File: src/rtl/urx_pkg.sv
// Constants, register map and carrier types of the serial receiver
// with start-of-frame wake-up and auto-baud synchronisation checking.
// Assumes an AXI4-Lite register bus with 32-bit data and byte addresses.
package urx_pkg;

  // ==========================================================
  // Register map (byte offsets)
  localparam int ADDR_W = 8;
  localparam logic [7:0] OFS_CONTROL_SECOND = 8'h00;
  localparam logic [7:0] OFS_STATUS = 8'h04;
  localparam logic [7:0] OFS_RECEIVE_BUFFER = 8'h08;
  localparam logic [7:0] OFS_BAUD = 8'h0c;
  localparam logic [7:0] OFS_IRQ_STATUS = 8'h10;
  localparam logic [7:0] OFS_IRQ_MASK = 8'h14;

  // ==========================================================
  // Field positions
  localparam int CTRL_ENABLE_BIT = 0;
  localparam int CTRL_SFD_BIT = 1;
  localparam int CTRL_MODE_LSB = 2;
  localparam int ST_RXS_BIT = 1;
  localparam int ST_BAD_SYNC_BIT = 2;
  localparam int ST_FERR_BIT = 3;

  // ==========================================================
  // Receive mode encodings
  localparam logic [1:0] MODE_NORMAL = 2'h0;
  localparam logic [1:0] GENERIC_AUTOBAUD_MODE = 2'h1;
  localparam logic [1:0] CONSTRAINED_AUTOBAUD_MODE = 2'h2;

  // ==========================================================
  // Reset values and counts
  localparam logic [3:0] CTRL_RESET = 4'h0;
  localparam logic [15:0] BAUD_RESET = 16'h043d;
  localparam logic [3:0] IRQ_MASK_RESET = 4'h0;
  localparam logic [2:0] DATA_LAST_BIT = 3'h7;
  localparam logic [1:0] SYNC_LAST_INTERVAL = 2'h3;
  localparam int SYNC_SHIFT = 3;
  localparam int TOL_SHIFT = 3;
  localparam logic [17:0] INTERVAL_MAX = 18'h3ffff;
  localparam logic [1:0] RESP_OKAY = 2'h0;
  localparam logic [1:0] RESP_DECERR = 2'h3;

  // ==========================================================
  // Carrier types
  typedef struct packed {
    logic [1:0] receive_mode_field;
    logic frame_detect_enable;
    logic receiver_enable_bit;
  } urx_ctrl_t;

  typedef struct packed {
    logic frame_error;
    logic bad_sync;
    logic rx_start;
    logic rx_complete;
  } urx_irq_t;

  typedef enum logic [2:0] {
    RX_IDLE,
    RX_START,
    RX_DATA,
    RX_STOP,
    RX_SYNC
  } urx_state_t;

endpackage : urx_pkg

File: src/rtl/urx_receiver.sv
// Serial receiver with start-of-frame wake-up, auto-baud sync check
// and an AXI4-Lite register slave.
// Assumes rxd_i and standby_i come from pins or the power controller;
// rxd_i is synchronised here, standby_i is on the system clock.
//
// Added by the designer: the AXI4-Lite slave port and the register addresses.
`timescale 1ns/1ps

module urx_receiver (
  input wire logic clk_sys_i,
  input wire logic reset_i,
  input wire logic [7:0] s_axi_awaddr_i,
  input wire logic s_axi_awvalid_i,
  output logic s_axi_awready_o,
  input wire logic [31:0] s_axi_wdata_i,
  input wire logic [3:0] s_axi_wstrb_i,
  input wire logic s_axi_wvalid_i,
  output logic s_axi_wready_o,
  output logic [1:0] s_axi_bresp_o,
  output logic s_axi_bvalid_o,
  input wire logic s_axi_bready_i,
  input wire logic [7:0] s_axi_araddr_i,
  input wire logic s_axi_arvalid_i,
  output logic s_axi_arready_o,
  output logic [31:0] s_axi_rdata_o,
  output logic [1:0] s_axi_rresp_o,
  output logic s_axi_rvalid_o,
  input wire logic s_axi_rready_i,
  input wire logic rxd_i,
  input wire logic standby_i,
  output logic wake_o,
  output logic irq_o
);
  // ==========================================================
  // Helpers
  // Word match on an aligned address
  function automatic logic hit(input logic [7:0] addr, input logic [7:0] ofs);
    return addr[7:2] == ofs[7:2];
  endfunction : hit
  // Value lies within one eighth of the reference
  function automatic logic near(input logic [17:0] val, input logic [17:0] ref_v);
    logic [17:0] diff;
    diff = (val > ref_v) ? val - ref_v : ref_v - val;
    return diff <= (ref_v >> urx_pkg::TOL_SHIFT);
  endfunction : near
  // ==========================================================
  // Declarations
  urx_pkg::urx_ctrl_t ctrl;
  urx_pkg::urx_irq_t irq_status, irq_mask, irq_events;
  urx_pkg::urx_state_t state, next_state;
  logic [15:0] baud, cnt, next_cnt;
  logic [7:0] receive_buffer, shift, next_shift;
  logic [2:0] idx, next_idx;
  logic [1:0] edges, next_edges;
  logic [17:0] iv, next_iv, iv0, next_iv0;
  logic [19:0] span, next_span;
  logic receive_complete_flag, receive_start_flag, bad_sync_flag, ferr_flag;
  logic halted, sfd_armed, expect_sync, wake_req;
  logic rx_meta, rx_sync, rx_prev;
  logic done_ev, ferr_ev, break_ev, bad_ev, sync_ok_ev;
  logic aw_held, w_held, bvalid, rvalid;
  logic [7:0] aw_addr;
  logic [31:0] w_data, rdata, rd_value;
  logic [3:0] w_strb;
  logic [1:0] bresp, rresp;
  // ==========================================================
  // AXI4-Lite write channel
  wire aw_take = s_axi_awvalid_i & s_axi_awready_o;
  wire w_take = s_axi_wvalid_i & s_axi_wready_o;
  wire [7:0] wr_addr = aw_held ? aw_addr : s_axi_awaddr_i;
  wire [31:0] wr_data = w_held ? w_data : s_axi_wdata_i;
  wire [3:0] wr_strb = w_held ? w_strb : s_axi_wstrb_i;
  wire wr_fire = (aw_held | aw_take) & (w_held | w_take) & ~bvalid;
  wire wr_ctrl = wr_fire & hit(wr_addr, urx_pkg::OFS_CONTROL_SECOND) & wr_strb[0];
  wire wr_status = wr_fire & hit(wr_addr, urx_pkg::OFS_STATUS) & wr_strb[0];
  wire wr_baud = wr_fire & hit(wr_addr, urx_pkg::OFS_BAUD);
  wire wr_mask = wr_fire & hit(wr_addr, urx_pkg::OFS_IRQ_MASK) & wr_strb[0];
  wire wr_mapped = hit(wr_addr, urx_pkg::OFS_CONTROL_SECOND) | hit(wr_addr, urx_pkg::OFS_STATUS)
                 | hit(wr_addr, urx_pkg::OFS_RECEIVE_BUFFER) | hit(wr_addr, urx_pkg::OFS_BAUD)
                 | hit(wr_addr, urx_pkg::OFS_IRQ_STATUS) | hit(wr_addr, urx_pkg::OFS_IRQ_MASK);
  assign s_axi_awready_o = ~aw_held & ~bvalid;
  assign s_axi_wready_o = ~w_held & ~bvalid;
  assign s_axi_bvalid_o = bvalid;
  assign s_axi_bresp_o = bresp;
  // Hold address and data until both have arrived
  always_ff @(posedge clk_sys_i or posedge reset_i) begin
    if (reset_i) begin
      aw_held <= 1'b0;
      w_held <= 1'b0;
      aw_addr <= 8'h00;
      w_data <= 32'h0000_0000;
      w_strb <= 4'h0;
    end else begin
      aw_held <= ~wr_fire & (aw_held | aw_take);
      w_held <= ~wr_fire & (w_held | w_take);
      if (aw_take) aw_addr <= s_axi_awaddr_i;
      if (w_take) w_data <= s_axi_wdata_i;
      if (w_take) w_strb <= s_axi_wstrb_i;
    end
  end
  // Write response
  always_ff @(posedge clk_sys_i or posedge reset_i) begin
    if (reset_i) begin
      bvalid <= 1'b0;
      bresp <= urx_pkg::RESP_OKAY;
    end else if (wr_fire) begin
      bvalid <= 1'b1;
      bresp <= wr_mapped ? urx_pkg::RESP_OKAY : urx_pkg::RESP_DECERR;
    end else if (s_axi_bready_i) begin
      bvalid <= 1'b0;
    end
  end

  // ==========================================================
  // AXI4-Lite read channel
  wire rd_fire = s_axi_arvalid_i & s_axi_arready_o;
  wire rd_ctrl = hit(s_axi_araddr_i, urx_pkg::OFS_CONTROL_SECOND);
  wire rd_status = hit(s_axi_araddr_i, urx_pkg::OFS_STATUS);
  wire rd_buf = hit(s_axi_araddr_i, urx_pkg::OFS_RECEIVE_BUFFER);
  wire rd_baud = hit(s_axi_araddr_i, urx_pkg::OFS_BAUD);
  wire rd_irq = hit(s_axi_araddr_i, urx_pkg::OFS_IRQ_STATUS);
  wire rd_mask = hit(s_axi_araddr_i, urx_pkg::OFS_IRQ_MASK);
  wire rd_mapped = rd_ctrl | rd_status | rd_buf | rd_baud | rd_irq | rd_mask;
  wire buf_read = rd_fire & rd_buf;
  wire irq_read = rd_fire & rd_irq;
  wire rx_busy = state != urx_pkg::RX_IDLE;
  // Status view; start flag hidden outside standby
  wire [5:0] status_view = {halted, rx_busy, ferr_flag, bad_sync_flag,
                            receive_start_flag & standby_i, receive_complete_flag};
  // Read data selection
  assign rd_value = rd_ctrl ? {28'h000_0000, ctrl}
                  : rd_status ? {26'h000_0000, status_view}
                  : rd_buf ? {24'h00_0000, receive_buffer}
                  : rd_baud ? {16'h0000, baud}
                  : rd_irq ? {28'h000_0000, irq_status}
                  : rd_mask ? {28'h000_0000, irq_mask}
                  : 32'h0000_0000;
  assign s_axi_arready_o = ~rvalid;
  assign s_axi_rvalid_o = rvalid;
  assign s_axi_rdata_o = rdata;
  assign s_axi_rresp_o = rresp;
  // Read data and response
  always_ff @(posedge clk_sys_i or posedge reset_i) begin
    if (reset_i) begin
      rvalid <= 1'b0;
      rdata <= 32'h0000_0000;
      rresp <= urx_pkg::RESP_OKAY;
    end else if (rd_fire) begin
      rvalid <= 1'b1;
      rdata <= rd_value;
      rresp <= rd_mapped ? urx_pkg::RESP_OKAY : urx_pkg::RESP_DECERR;
    end else if (s_axi_rready_i) begin
      rvalid <= 1'b0;
    end
  end

  // ==========================================================
  // Control, baud and mask registers
  wire autobaud = (ctrl.receive_mode_field == urx_pkg::GENERIC_AUTOBAUD_MODE)
                | (ctrl.receive_mode_field == urx_pkg::CONSTRAINED_AUTOBAUD_MODE);
  wire sfd_reenable = wr_ctrl & wr_data[urx_pkg::CTRL_SFD_BIT] & ~ctrl.frame_detect_enable;
  wire [19:0] span_p1 = span + 20'h00001;
  wire [15:0] new_period = span_p1[18:urx_pkg::SYNC_SHIFT];
  always_ff @(posedge clk_sys_i or posedge reset_i) begin
    if (reset_i) begin
      ctrl <= urx_pkg::CTRL_RESET;
      irq_mask <= urx_pkg::IRQ_MASK_RESET;
      baud <= urx_pkg::BAUD_RESET;
    end else begin
      if (wr_ctrl) ctrl <= wr_data[3:0];
      if (wr_mask) irq_mask <= wr_data[3:0];
      if (sync_ok_ev) baud <= new_period;
      else if (wr_baud) baud <= {wr_strb[1] ? wr_data[15:8] : baud[15:8],
                                 wr_strb[0] ? wr_data[7:0] : baud[7:0]};
    end
  end
  // ==========================================================
  // Line synchroniser and edge detection
  always_ff @(posedge clk_sys_i or posedge reset_i) begin
    if (reset_i) begin
      rx_meta <= 1'b1;
      rx_sync <= 1'b1;
      rx_prev <= 1'b1;
    end else begin
      rx_meta <= rxd_i;
      rx_sync <= rx_meta;
      rx_prev <= rx_sync;
    end
  end

  wire rx_fall = rx_prev & ~rx_sync;
  wire rx_active = ctrl.receiver_enable_bit & ~halted;
  wire tick = cnt == 16'h0000;
  wire [15:0] half_bit = {1'b0, baud[15:1]};
  wire sfd_restart = sfd_armed & rx_fall & rx_active;
  wire idle_start = (state == urx_pkg::RX_IDLE) & rx_fall & rx_active
                  & (~standby_i | ctrl.frame_detect_enable);
  wire standby_start = idle_start & standby_i;
  // ==========================================================
  // Receiver and sync-field sequencing
  always_comb begin
    next_state = state;
    next_cnt = tick ? cnt : cnt - 16'h0001;
    next_idx = idx;
    next_shift = shift;
    next_edges = edges;
    next_span = span;
    next_iv = iv;
    next_iv0 = iv0;
    done_ev = 1'b0;
    ferr_ev = 1'b0;
    break_ev = 1'b0;
    bad_ev = 1'b0;
    sync_ok_ev = 1'b0;
    if (!rx_active) begin
      next_state = urx_pkg::RX_IDLE;
    end else if (sfd_restart) begin
      next_state = urx_pkg::RX_START;
      next_cnt = half_bit;
    end else begin
      unique case (state)
        urx_pkg::RX_IDLE: begin
          if (idle_start) begin
            next_state = (expect_sync & autobaud) ? urx_pkg::RX_SYNC : urx_pkg::RX_START;
            next_cnt = half_bit;
            next_edges = 2'h0;
            next_span = 20'h00000;
            next_iv = 18'h00000;
          end
        end
        urx_pkg::RX_START: begin
          if (tick) begin
            next_state = rx_sync ? urx_pkg::RX_IDLE : urx_pkg::RX_DATA;
            next_cnt = baud - 16'h0001;
            next_idx = 3'h0;
          end
        end
        urx_pkg::RX_DATA: begin
          if (tick) begin
            next_shift = {rx_sync, shift[7:1]};
            next_cnt = baud - 16'h0001;
            next_idx = idx + 3'h1;
            if (idx == urx_pkg::DATA_LAST_BIT) next_state = urx_pkg::RX_STOP;
          end
        end
        urx_pkg::RX_STOP: begin
          if (tick) begin
            next_state = urx_pkg::RX_IDLE;
            done_ev = rx_sync;
            break_ev = ~rx_sync & (shift == 8'h00);
            ferr_ev = ~rx_sync & (shift != 8'h00);
          end
        end
        urx_pkg::RX_SYNC: begin
          next_span = span_p1;
          next_iv = iv + 18'h00001;
          if (rx_fall) begin
            next_iv = 18'h00000;
            next_edges = edges + 2'h1;
            if (edges == 2'h0) next_iv0 = iv;
            else if (!near(iv, iv0)) bad_ev = 1'b1;
            if (!bad_ev && edges == urx_pkg::SYNC_LAST_INTERVAL) begin
              if (span_p1[19] || new_period == 16'h0000) bad_ev = 1'b1;
              else if (ctrl.receive_mode_field == urx_pkg::CONSTRAINED_AUTOBAUD_MODE
                       && !near({2'b00, new_period}, {2'b00, baud})) bad_ev = 1'b1;
              else sync_ok_ev = 1'b1;
              next_state = urx_pkg::RX_IDLE;
            end
          end else if (iv == urx_pkg::INTERVAL_MAX) begin
            bad_ev = 1'b1;
          end
          if (bad_ev) next_state = urx_pkg::RX_IDLE;
        end
      endcase
    end
  end

  // Receiver state registers
  always_ff @(posedge clk_sys_i or posedge reset_i) begin
    if (reset_i) begin
      state <= urx_pkg::RX_IDLE;
      cnt <= 16'h0000;
      idx <= 3'h0;
      shift <= 8'h00;
      edges <= 2'h0;
      span <= 20'h00000;
      iv <= 18'h00000;
      iv0 <= 18'h00000;
    end else begin
      state <= next_state;
      cnt <= next_cnt;
      idx <= next_idx;
      shift <= next_shift;
      edges <= next_edges;
      span <= next_span;
      iv <= next_iv;
      iv0 <= next_iv0;
    end
  end
  // Received byte
  always_ff @(posedge clk_sys_i or posedge reset_i) begin
    if (reset_i) receive_buffer <= 8'h00;
    else if (done_ev) receive_buffer <= shift;
  end
  // ==========================================================
  // Detector arming, sync expectation and stall
  always_ff @(posedge clk_sys_i or posedge reset_i) begin
    if (reset_i) begin
      sfd_armed <= 1'b0;
      expect_sync <= 1'b0;
      halted <= 1'b0;
    end else begin
      if (!ctrl.frame_detect_enable || !rx_active || sfd_restart) sfd_armed <= sfd_reenable & rx_busy;
      else if ((buf_read & rx_busy & ~standby_i) | (sfd_reenable & rx_busy)) sfd_armed <= 1'b1;
      if (!autobaud || state == urx_pkg::RX_SYNC) expect_sync <= 1'b0;
      else if (break_ev) expect_sync <= 1'b1;
      if (bad_ev) halted <= 1'b1;
      else if (!ctrl.receiver_enable_bit) halted <= 1'b0;
    end
  end

  // ==========================================================
  // Status flags, set wins over clear
  always_ff @(posedge clk_sys_i or posedge reset_i) begin
    if (reset_i) begin
      receive_complete_flag <= 1'b0;
      receive_start_flag <= 1'b0;
      bad_sync_flag <= 1'b0;
      ferr_flag <= 1'b0;
    end else begin
      receive_complete_flag <= done_ev | (receive_complete_flag & ~buf_read);
      receive_start_flag <= standby_start
                          | (receive_start_flag & ~(wr_status & wr_data[urx_pkg::ST_RXS_BIT]));
      bad_sync_flag <= bad_ev | (bad_sync_flag & ~(wr_status & wr_data[urx_pkg::ST_BAD_SYNC_BIT]));
      ferr_flag <= ferr_ev | (ferr_flag & ~(wr_status & wr_data[urx_pkg::ST_FERR_BIT]));
    end
  end

  // ==========================================================
  // Wake request and interrupt
  // Start event reaches the interrupt only in standby
  assign irq_events = {ferr_ev, bad_ev, standby_start, done_ev};
  always_ff @(posedge clk_sys_i or posedge reset_i) begin
    if (reset_i) begin
      irq_status <= 4'h0;
      wake_req <= 1'b0;
    end else begin
      irq_status <= irq_events | (irq_read ? 4'h0 : irq_status);
      wake_req <= standby_start | (wake_req & standby_i);
    end
  end

  assign wake_o = wake_req;
  assign irq_o = |(irq_status & irq_mask);
endmodule : urx_receiver

File: config.mk
export PLATFORM = sky130hd
export DESIGN_NAME = urx_receiver
export DESIGN_NICKNAME = d
export VERILOG_FILES = /design/src/rtl/urx_pkg.sv /design/src/rtl/urx_receiver.sv
export SDC_FILE = /design/constraint.sdc
export NUM_CORES = 1
export LEC_CHECK = 0
export ABC_AREA = 1
export BUFFER_PORTS_ARGS = -buffer_cell sky130_fd_sc_hd__buf_2
export CORE_UTILIZATION = 44
export CTS_BUF_LIST = sky130_fd_sc_hd__clkbuf_8
export CTS_CLUSTER_DIAMETER = 100
export CTS_CLUSTER_SIZE = 25
export DETAILED_ROUTE_END_ITERATION = 8
export GPL_TIMING_DRIVEN = 0
export SYNTH_ARGS = -nofsm -noshare
export SYNTH_HDL_FRONTEND = slang
export SYNTH_SLANG_ARGS = --single-unit
File: constraint.sdc
create_clock -name clk_sys_i -period 13.4 [get_ports clk_sys_i]
set_input_delay 0.67 -clock clk_sys_i [delete_from_list [all_inputs] [get_ports clk_sys_i]]
set_output_delay 0.67 -clock clk_sys_i [all_outputs]
set_load 0.1 [all_outputs]
-- Word-level counts from Yosys, hierarchy flattened
Index checks and enable logic that the tools add are counted.
Widths: inputs -> output; s select.
- bits in registers: 201
- input bits: 61
- output and inout bits: 43
- word-level logic and storage cells: 299
- $add $sub $neg: 10
- magnitude comparators: 4
- eq/ne operators: 31
- multiplexer cells: 93
- bitwise operators: 79
- reductions and logical operators: 39
- operators by type and width (cell ; count):
    $mux 16 ; 12
    $mux 18 ; 4
    $mux 1 ; 46
    $and 1x1->1 ; 43
    $pmux 20 s2 ; 1
    $mux 3 ; 12
    $pmux 18 s2 ; 1
    $sub 18x18->18 ; 2
    $sub 16x16->17 ; 2
    $logic_not 16->1 ; 2
    $pmux 16 s2 ; 1
    $sub 16x1->16 const B ; 2
    $eq 6x2->1 const B ; 4
    $eq 6x3->1 const B ; 4
    $mux 8 ; 3
    $add 20x1->20 const B ; 1
    $mux 20 ; 1
    $ne 4x4->1 const B ; 5
    $or 1x1->1 ; 20
    $add 18x1->18 const B ; 1
    $eq 18x18->1 const B ; 1
    $gt 18x18->1 ; 1
    $le 18x13->1 ; 1
    $le 18x15->1 ; 1
    36 further kinds ; 85

-- Logic depth before layout (Yosys ltp)
Gate-level depths: netlist of run 1.
- depth after elaboration: 20
- mapped depth: 44

-- Worst setup path before layout of run 1
OpenSTA, ideal clock, no wires.
- path type: register to register
- start: register span[0]
- end: register baud[15]
- setup time: 121 ps
- arrival: 4519 ps
- slack: 8760 ps
- stages on the path, launching flop included: 41
- buffers on the path: 3
- period minus slack after synthesis: 4640 ps
- cells stage by stage: dfrtp_1 -> ha_1 -> nand2_1 -> nor2_4 -> nand3_2 -> or2_2 -> nand2_2 -> inv_1 -> ha_1 -> nand2_1 -> inv_1 -> nand2_1 -> nand2_1 -> a211oi_2 -> nand2_1 -> nand2_2 -> buf_2 -> nand2_1 -> [... 5 more ...] -> nor2_1 -> nand2_1 -> nand3_1 -> nand2_1 -> nand2_1 -> nand2_1 -> nand2_1 -> nand2_1 -> nand2_1 -> nand2_1 -> nand3_1 -> nand2_1 -> nand2_2 -> nand3b_4 -> buf_6 -> buf_8 -> nand2_1 -> nand3_2
- word-level cells in the longest chain between the ends: 15
- RTL lines (element ; line ; RTL):
    start, declared ; urx_receiver.sv:56 ; logic [19:0] span, next_span;
    start signal, assigned ; urx_receiver.sv:295 ; span <= next_span;
    $add 20x1->20 (*) ; urx_receiver.sv:162 ; wire [19:0] span_p1 = span + 20'h00001;
    $sub 16x16->17 or $gt 16x16->1 (tied branches) ; urx_receiver.sv:43 ; diff = (val > ref_v) ? val - ref_v : ref_v - val;
    $mux 18 ; urx_receiver.sv:43 ;
    $le 18x13->1 ; urx_receiver.sv:44 ; return diff <= (ref_v >> urx_pkg::TOL_SHIFT);
    $logic_not 1->1 ; urx_receiver.sv:265 ; && !near({2'b00, new_period}, {2'b00, baud})) bad_ev = 1'b1;
    $logic_and 1x1->1 ; urx_receiver.sv:265 ;
    $mux 1 ; urx_receiver.sv:264 ; else if (ctrl.receive_mode_field == urx_pkg::CONSTRAINED_AUTOBAUD_MODE
    $mux 1 ; urx_receiver.sv:263 ; if (span_p1[19] || new_period == 16'h0000) bad_ev = 1'b1;
    $mux 1 ; urx_receiver.sv:262 ; if (!bad_ev && edges == urx_pkg::SYNC_LAST_INTERVAL) begin
    $mux 1 ; urx_receiver.sv:257 ; if (rx_fall) begin
    $mux 1 ; urx_receiver.sv:221 ; unique case (state)
    $mux 1 ; urx_receiver.sv:217 ; end else if (sfd_restart) begin
    $mux 1 ; urx_receiver.sv:215 ; if (!rx_active) begin
    $reduce_bool 2->1 (no line) ; - ;
    $reduce_and 2->1 (no line) ; - ;
    end signal, assigned ; urx_receiver.sv:168 ; baud <= urx_pkg::BAUD_RESET;
    end signal, assigned ; urx_receiver.sv:172 ; if (sync_ok_ev) baud <= new_period;
    end signal, assigned ; urx_receiver.sv:173 ; else if (wr_baud) baud <= {wr_strb[1] ? wr_data[15:8] : baud[15:8],
    end, declared ; urx_receiver.sv:51 ; logic [15:0] baud, cnt, next_cnt;
Every way passes the cells marked *; elsewhere a longest branch is shown, timed or not.
A chain may end at the register's enable or synchronous reset.

-- Worst setup path after layout of run 1
- start: register span[0]
- end: register baud[13]
The elaborated chain is that of the path after synthesis.

==> results of run 1 <==
power breakdown:
group | switching, uW | total (uW) | leakage [uW] | internal (uW)
clock network | 238 | 378 | 0.000194 | 140
logic | 1060 | 1560 | 0.00568 | 497
registers | 139 | 824 | 0.00229 | 685
cell families (layout without fill, tap and decap cells):
kind of cell / after synthesis / in the layout
xor+xnor: 50 / 50
fa+ha+maj: 108 / 108
buf+inv: 366 / 464
compound gates: 341 / 341
simple gates: 945 / 945
flops: 181 / 181
mux: 13 / 13
other cells: 1 / 16
registers in the layout (all words and copies together), names as in the netlist, 4 cells and up:
name,count
aw_addr,6
baud,16
cnt,16
ctrl,4
irq_mask,4
irq_status,4
iv,18
iv0,18
receive_buffer,8
s_axi_rdata_o,16
shift,8
span,20
w_data,16
cell usage in the layout (no fill, tap or decap), types with 11 or more instances in the layout:
cell / count
a21oi_1: 102
nand3_1: 108
nor2_1: 133
inv_1: 298
nand4_1: 24
buf_2: 72
ha_1: 104
nand3_2: 31
clkbuf_8: 17
xnor2_1: 20
nand2_2: 11
buf_4: 18
conb_1: 16
o21ai_0: 152
inv_2: 17
clkbuf_1: 20
xor2_1: 27
or2_1: 16
o221ai_1: 12
dfrtp_1: 172
o22ai_1: 15
nand2_1: 560
nor3_1: 27
metal layers:
| layer | vias up | wire length, microns | GRT usage, % |
|---|---|---|---|
| met3 | 55 | 1896 | 2.948 |
| li1 | 6670 | - | - |
| met1 | 6248 | 18720 | 33.30 |
| met2 | 379 | 19750 | 44.08 |
| met4 | 0 | 870 | 7.932 |
| met5 | - | 0 | 0 |
final timing paths:
kind / start / to / slack, ns / cells past startpoint
min in group clk_sys_i: rxd_i / rx_meta / 0.26 / 1
max: span[0] / baud[13] / 7.28 / 37
max reg2reg: span[0] / baud[13] / 7.28 / 37
max in group asynchronous: reset_i / baud[5] / 12.23 / 3
min reg2reg: rx_meta / rx_sync / 0.37 / 0
min: reset_i / iv0[14] / 0.22 / 2
worst max-delay path, delay by kind of cell, from the launching register on:
kind                       cells  cell delay [ns]
and+or+nand+nor               24             2.77
xor gates and xnor gates       2             0.62
buffers and inverters          6             0.81
DFF                            1             0.41
adders and majority gates      3             0.92
AOI/OAI and AO/OA              2             0.46
cells in the mapped netlist (3+ instances only):
master / instances / area [sq um]
xnor2_1: 20 / 175.2
or2_2: 4 / 25.02
o31ai_1: 3 / 22.52
a21oi_1: 102 / 510.5
inv_1: 298 / 1119
dfstp_2: 9 / 236.5
or2_1: 16 / 100.1
nor4_1: 9 / 56.30
o21ai_1: 7 / 35.03
o41ai_1: 3 / 26.28
buf_2: 7 / 35.03
nor2_2: 5 / 31.28
clkbuf_1: 20 / 75.07
nor3_1: 27 / 135.1
nor2_1: 133 / 499.2
nand2_1: 560 / 2102
a221oi_1: 5 / 43.79
a22oi_1: 7 / 52.55
nor3_2: 4 / 40.04
o21ai_0: 152 / 760.7
mux2i_1: 9 / 90.09
xor2_2: 3 / 48.80
o22ai_1: 15 / 93.84
inv_2: 17 / 63.81
mux2_2: 4 / 45.04
xor2_1: 27 / 236.5
a211oi_1: 3 / 22.52
o21bai_1: 5 / 37.54
buf_4: 18 / 135.1
dfrtp_1: 172 / 4304
nand3_2: 31 / 310.3
o211ai_1: 4 / 30.03
o221ai_1: 12 / 105.1
nand4_1: 24 / 150.1
a31oi_1: 8 / 50.05
ha_1: 104 / 1301
fa_1: 4 / 80.08
nand2_2: 11 / 68.82
nand3_1: 108 / 540.5
nor2_4: 4 / 45.04
per-stage QoR:
stage / utilization, % / hold WS [ns] / total power, uW
after floorplan: - / 0.3452 / 1967
after global placement: 47.61 / 0.3478 / 2345
after detailed placement: 47.72 / 0.3538 / 2369
after CTS: 48.94 / 0.2264 / 2755
after global routing: 48.94 / 0.2244 / 2999
final: 48.94 / 0.2191 / 2762
cell type report:
cell class / count / area, sq um
Timing Repair Buffer: 66 / 352.8
Tap cell: 402 / 503.0
Clock inverter: 15 / 153.9
Clock buffer: 17 / 234.0
Inverter: 317 / 1197
Fill cell: 3248 / 16150
Buffer: 49 / 295.3
Multi-Input combinational cell: 1473 / 8207
Sequential cell: 181 / 4541
==> results.yml, run 1 <==
logic_synthesis:
  synthFlopType: "dfrtp_1"
  syn_area_per_cell_sq_um: 7.070
  synth_top_family_by_area: "simple AND/OR/NAND/NOR gates"
  synth_area_sq_um: 14180
  synthSimpleGateAreaFrac_pct: 29.81
  ys_seq_area_share_pct: 32.03
  synth_cell_types: 67
  synth-edff-count: 0
  synthArstFlopShare_pct: 100.0
  synth_compound_area_share_pct: 13.71
  yosys_warnings: 0
  synth_xor_area_share_pct: 3.248
  synth_cells: 2005
  synth_mux_area_share_pct: 0.9532
  synthAdderAreaFrac_pct: 9.744
  synth-seq-cells: 181
worst_setup_path:
  start_kind: "register"
  worstPathArrival_ns: 6.49
  cp_slowest_stage_delay_ns: 0.50
  crit_path_top_delay_cell: "xor2_1"
  critical_path_class: "reg2reg"
  cp-end-kind: "register"
  path_max_fanout: 10
  required_ns: 13.77
  cpMostUsedCell: "nand2_1"
timing:
  fin_worst_skew_ns: 0.02055
  setup_violations: 0
  period_share_pct: 45.68
  fin_ws_ns: 7.279
  min_period_ns: 6.121
  max-slew-margin-rel_pct: 42.98
  fin_setup_tns_ns: 0
  rsz0062_at_grt: "false"
  slew_viol_final: 0
  worst_pin_slew_ns: 0.8553
  finalHoldViolations: 0
  fmax_mhz: 163.4
global_route:
  grt_pass1_wl_mm: 66.90
  first_global_vias: 12950
  antenna_found_initial: 0
  grtUsageTotal_pct: 25.52
  grt_max_degree: 93
  gr-total-overflow: 0
finish:
  final_cells: 2520
  area_growth_pct: 9.223
  finalNetCount: 2274
  drive_gt1_share_pct: 10.91
  fin_area_sq_um: 15480
  antenna_cells: 0
placement:
  place.gp.congestion: 0.9143
  pre_cts_slack_ns: 7.373
  dp.final_hpwl_mm: 32.78
  dpl_cell_area_sq_um: 15100
  placed_cells: 2488
  io_buffers: 65
die:
  fp.dieH_microns: 181.5
  dieWidth_microns: 181.5
  io_pins: 104
  die-area_sq_um: 32940
  coreArea_sq_um: 31640
  rows: 65
  initial_core_util_pct: 44.81
routing:
  vias_per_cell: 5.298
  vias: 13350
  routedWlPerCell_microns: 16.36
  routed_wl_mm: 41.24
  drc: 0
  drt_pass1_iterations: 7
  ant_nets: 0
  drt_iter0_markers: 934
clocking:
  clkSlewWorstSetupHoldPaths_ns: 0.11
  post_cts_buffers: 0
  cts_inserted_buffers: 17
  cts.htree.levels: 4
  numClockSinks: 181
  cts_resized: 0
  cts_hold_buf: 0
  cts_tree: "yes"
  clockBufferDepth: 2
  clockRootBuffer: "clkbuf_8"
  clock_latency_ns: 0.49
status:
  status: "finished clean"
power_and_ir_drop:
  powerDensity_nw_per_um2: 178.4
  vdd_ir_drop_max_v: 0.0002485
  leakage_uw: 0.008170
min_path:
  holdCritPathClass: "in2async"
run:
  maxCapViolCount: 0
Power figures use the tool's default switching activity.
==> inputs of run 2 (changes only) <==
Clock period 13.4 ns to 6.3 ns, I/O delays scaled along.
==> run 2 against run 1 <==
Sequential cell count did not move; first-iteration DRC count increased by 1.4%; clock skew about the same; core utilization up 0.37 points; fmax is 4.9% higher; final cell count is 0.20% higher; via count increased by 0.37%; setup slack lost 6.8 ns; total power rose by 110%; combinational power increased by 110%; critical path type unchanged.
==> results.yml, run 2 (synthesized netlist as in run 1, its figures left out) <==
status:
  status: "finished clean"
finish:
  area_growth_pct: 10.04
  fin_area_sq_um: 15600
  largest_register_ffs: 20
  layout_common_cells: "nand2_1, inv_1, dfrtp_1"
  layout_commonest_cell: "nand2_1"
  antenna_cells: 0
  top_regs: "span x20, iv0 x18, iv x18"
  fin_util_pct: 49.31
  drive_gt1_share_pct: 11.45
  top_register: "span"
  finalNetCount: 2279
clocking:
  numClockSinks: 181
  clkSlewWorstSetupHoldPaths_ns: 0.12
  cts_tree: "yes"
  clockBufferDepth: 2
  clock_latency_ns: 0.50
  cts.htree.levels: 4
  clockRootBuffer: "clkbuf_8"
  cts_inserted_buffers: 17
placement:
  place.gp.congestion: 0.9143
  dpl_cell_area_sq_um: 15100
  io_buffers: 65
  dp.final_hpwl_mm: 32.78
timing:
  rsz0062_at_grt: "true"
  min_period_ns: 5.833
  period_share_pct: 92.58
  setup_violations: 0
  worst_pin_slew_ns: 0.8221
  slew_viol_final: 0
  fmax_mhz: 171.4
  max-slew-margin-rel_pct: 45.19
  fin_worst_skew_ns: 0.02028
  finalHoldViolations: 0
global_route:
  grt_pass1_wl_mm: 66.98
  grtUsageTotal_pct: 25.55
  first_global_vias: 12980
  gr-total-overflow: 0
  antenna_found_initial: 0
  grt_max_degree: 93
die:
  io_pins: 104
  rows: 65
  dieWidth_microns: 181.5
  coreArea_sq_um: 31640
  initial_core_util_pct: 44.81
  fp.dieH_microns: 181.5
  die-area_sq_um: 32940
worst_setup_path:
  required_ns: 6.72
  r2r_slack_ns: 0.47
  worstPathArrival_ns: 6.25
  critPathTopFamily: "simple AND/OR/NAND/NOR gates"
  cpMostUsedCell: "nand2_1"
  cp-end-kind: "register"
  critical_path_class: "reg2reg"
  critPathBufInv: 5
  path_max_fanout: 10
  cp_slowest_stage_delay_ns: 0.41
  crit_path_top_delay_cell: "dfrtp_1"
  start_kind: "register"
routing:
  drc: 0
  vias_per_cell: 5.307
  vias: 13400
  routed_wl_mm: 41.27
  ant_nets: 0
  routedWlPerCell_microns: 16.35
  drt_iter0_markers: 947
  drt_pass1_iterations: 5
power_and_ir_drop:
  vdd_ir_drop_max_v: 0.0005284
  leakage_uw: 0.008200
  powerDensity_nw_per_um2: 379.2
run:
  maxCapViolCount: 0
min_path:
  holdCritPathClass: "in2reg"
## run 2: cell types whose count changed in the layout (fill, tap and decap cells not counted), moves of 2 or more
cell and change:
dlygate4sd3_1 +4, xor2_1 -5, xor2_2 +4, nor2_2 +2, nor2_1 -2
## run 2: report_power, final
| group | switching, uW | internal, uW | total (uW) |
|---|---|---|---|
| combinational | 2270 | 1080 | 3350 |
| sequential | 302 | 1460 | 1760 |
| clock | 509 | 298 | 807 |
## run 2: metal layers
| layer | GRT usage, % | share of wire (%) |
|---|---|---|
| met2 | 44.14 | 48 |
| met5 | 0 | 0 |
| met3 | 2.948 | 4.9 |
| met1 | 33.32 | 45 |
| met4 | 7.932 | 2.1 |
## run 2: worst register-to-register path, delay by kind of cell (launching register included)
kind,cells,cell delay [ns]
adder cells (fa/ha/maj),3,0.84
buffers and inverters,5,0.68
AND/OR/NAND/NOR,28,3.22
AO/OA/AOI/OAI,2,0.46
XOR/XNOR,1,0.15
flip-flops,1,0.41
## run 2: path summary, 6_finish.rpt
| path | start | to | depth (start not counted) |
|---|---|---|---|
| max in group asynchronous | reset_i | baud[5] | 4 |
| worst max register to register | span[0] | baud[13] | 39 |
| worst max-delay path | span[0] | baud[13] | 39 |
| worst min register to register | rx_meta | rx_sync | 0 |
| worst min-delay path | s_axi_wdata_i[0] | w_data[0] | 3 |
| min in group asynchronous | reset_i | iv0[14] | 3 |
## run 2: final cells by class
class                           instances  area [sq um]
Tap cell                              402         503.0
Inverter                              317          1197
Sequential cell                       181          4542
Multi-Input combinational cell       1473          8272
Fill cell                            3228         16040
Timing Repair Buffer                   71         400.4
Clock inverter                         15         153.9
Clock buffer                           17         234.0
Buffer                                 49         297.8
## run 2: what timing repair did
action                                 4_1_cts  5_1_grt
setup buffers                                0        1
gates resized for setup                      0       13
hold buffers                                 4        0
setup endpoints to repair                    0       22
endpoints found under the hold margin       89        0
## run 2: stage by stage
stage                     total power (uW)  hold slack (ns)  setup WS (ns)  cells  setup TNS [ns]
after floorplan                       4183           0.3195          1.085   2020               0
after global placement                4987           0.3478         -1.279   2487         -218.15
after detailed placement              5039           0.3538         0.2735   2488               0
after CTS                             5862          0.02181         0.2359   2524               0
after global routing                  6417          0.02110      -0.008560   2525       -0.008560
final                                 5915          0.04351         0.4673   2525               0
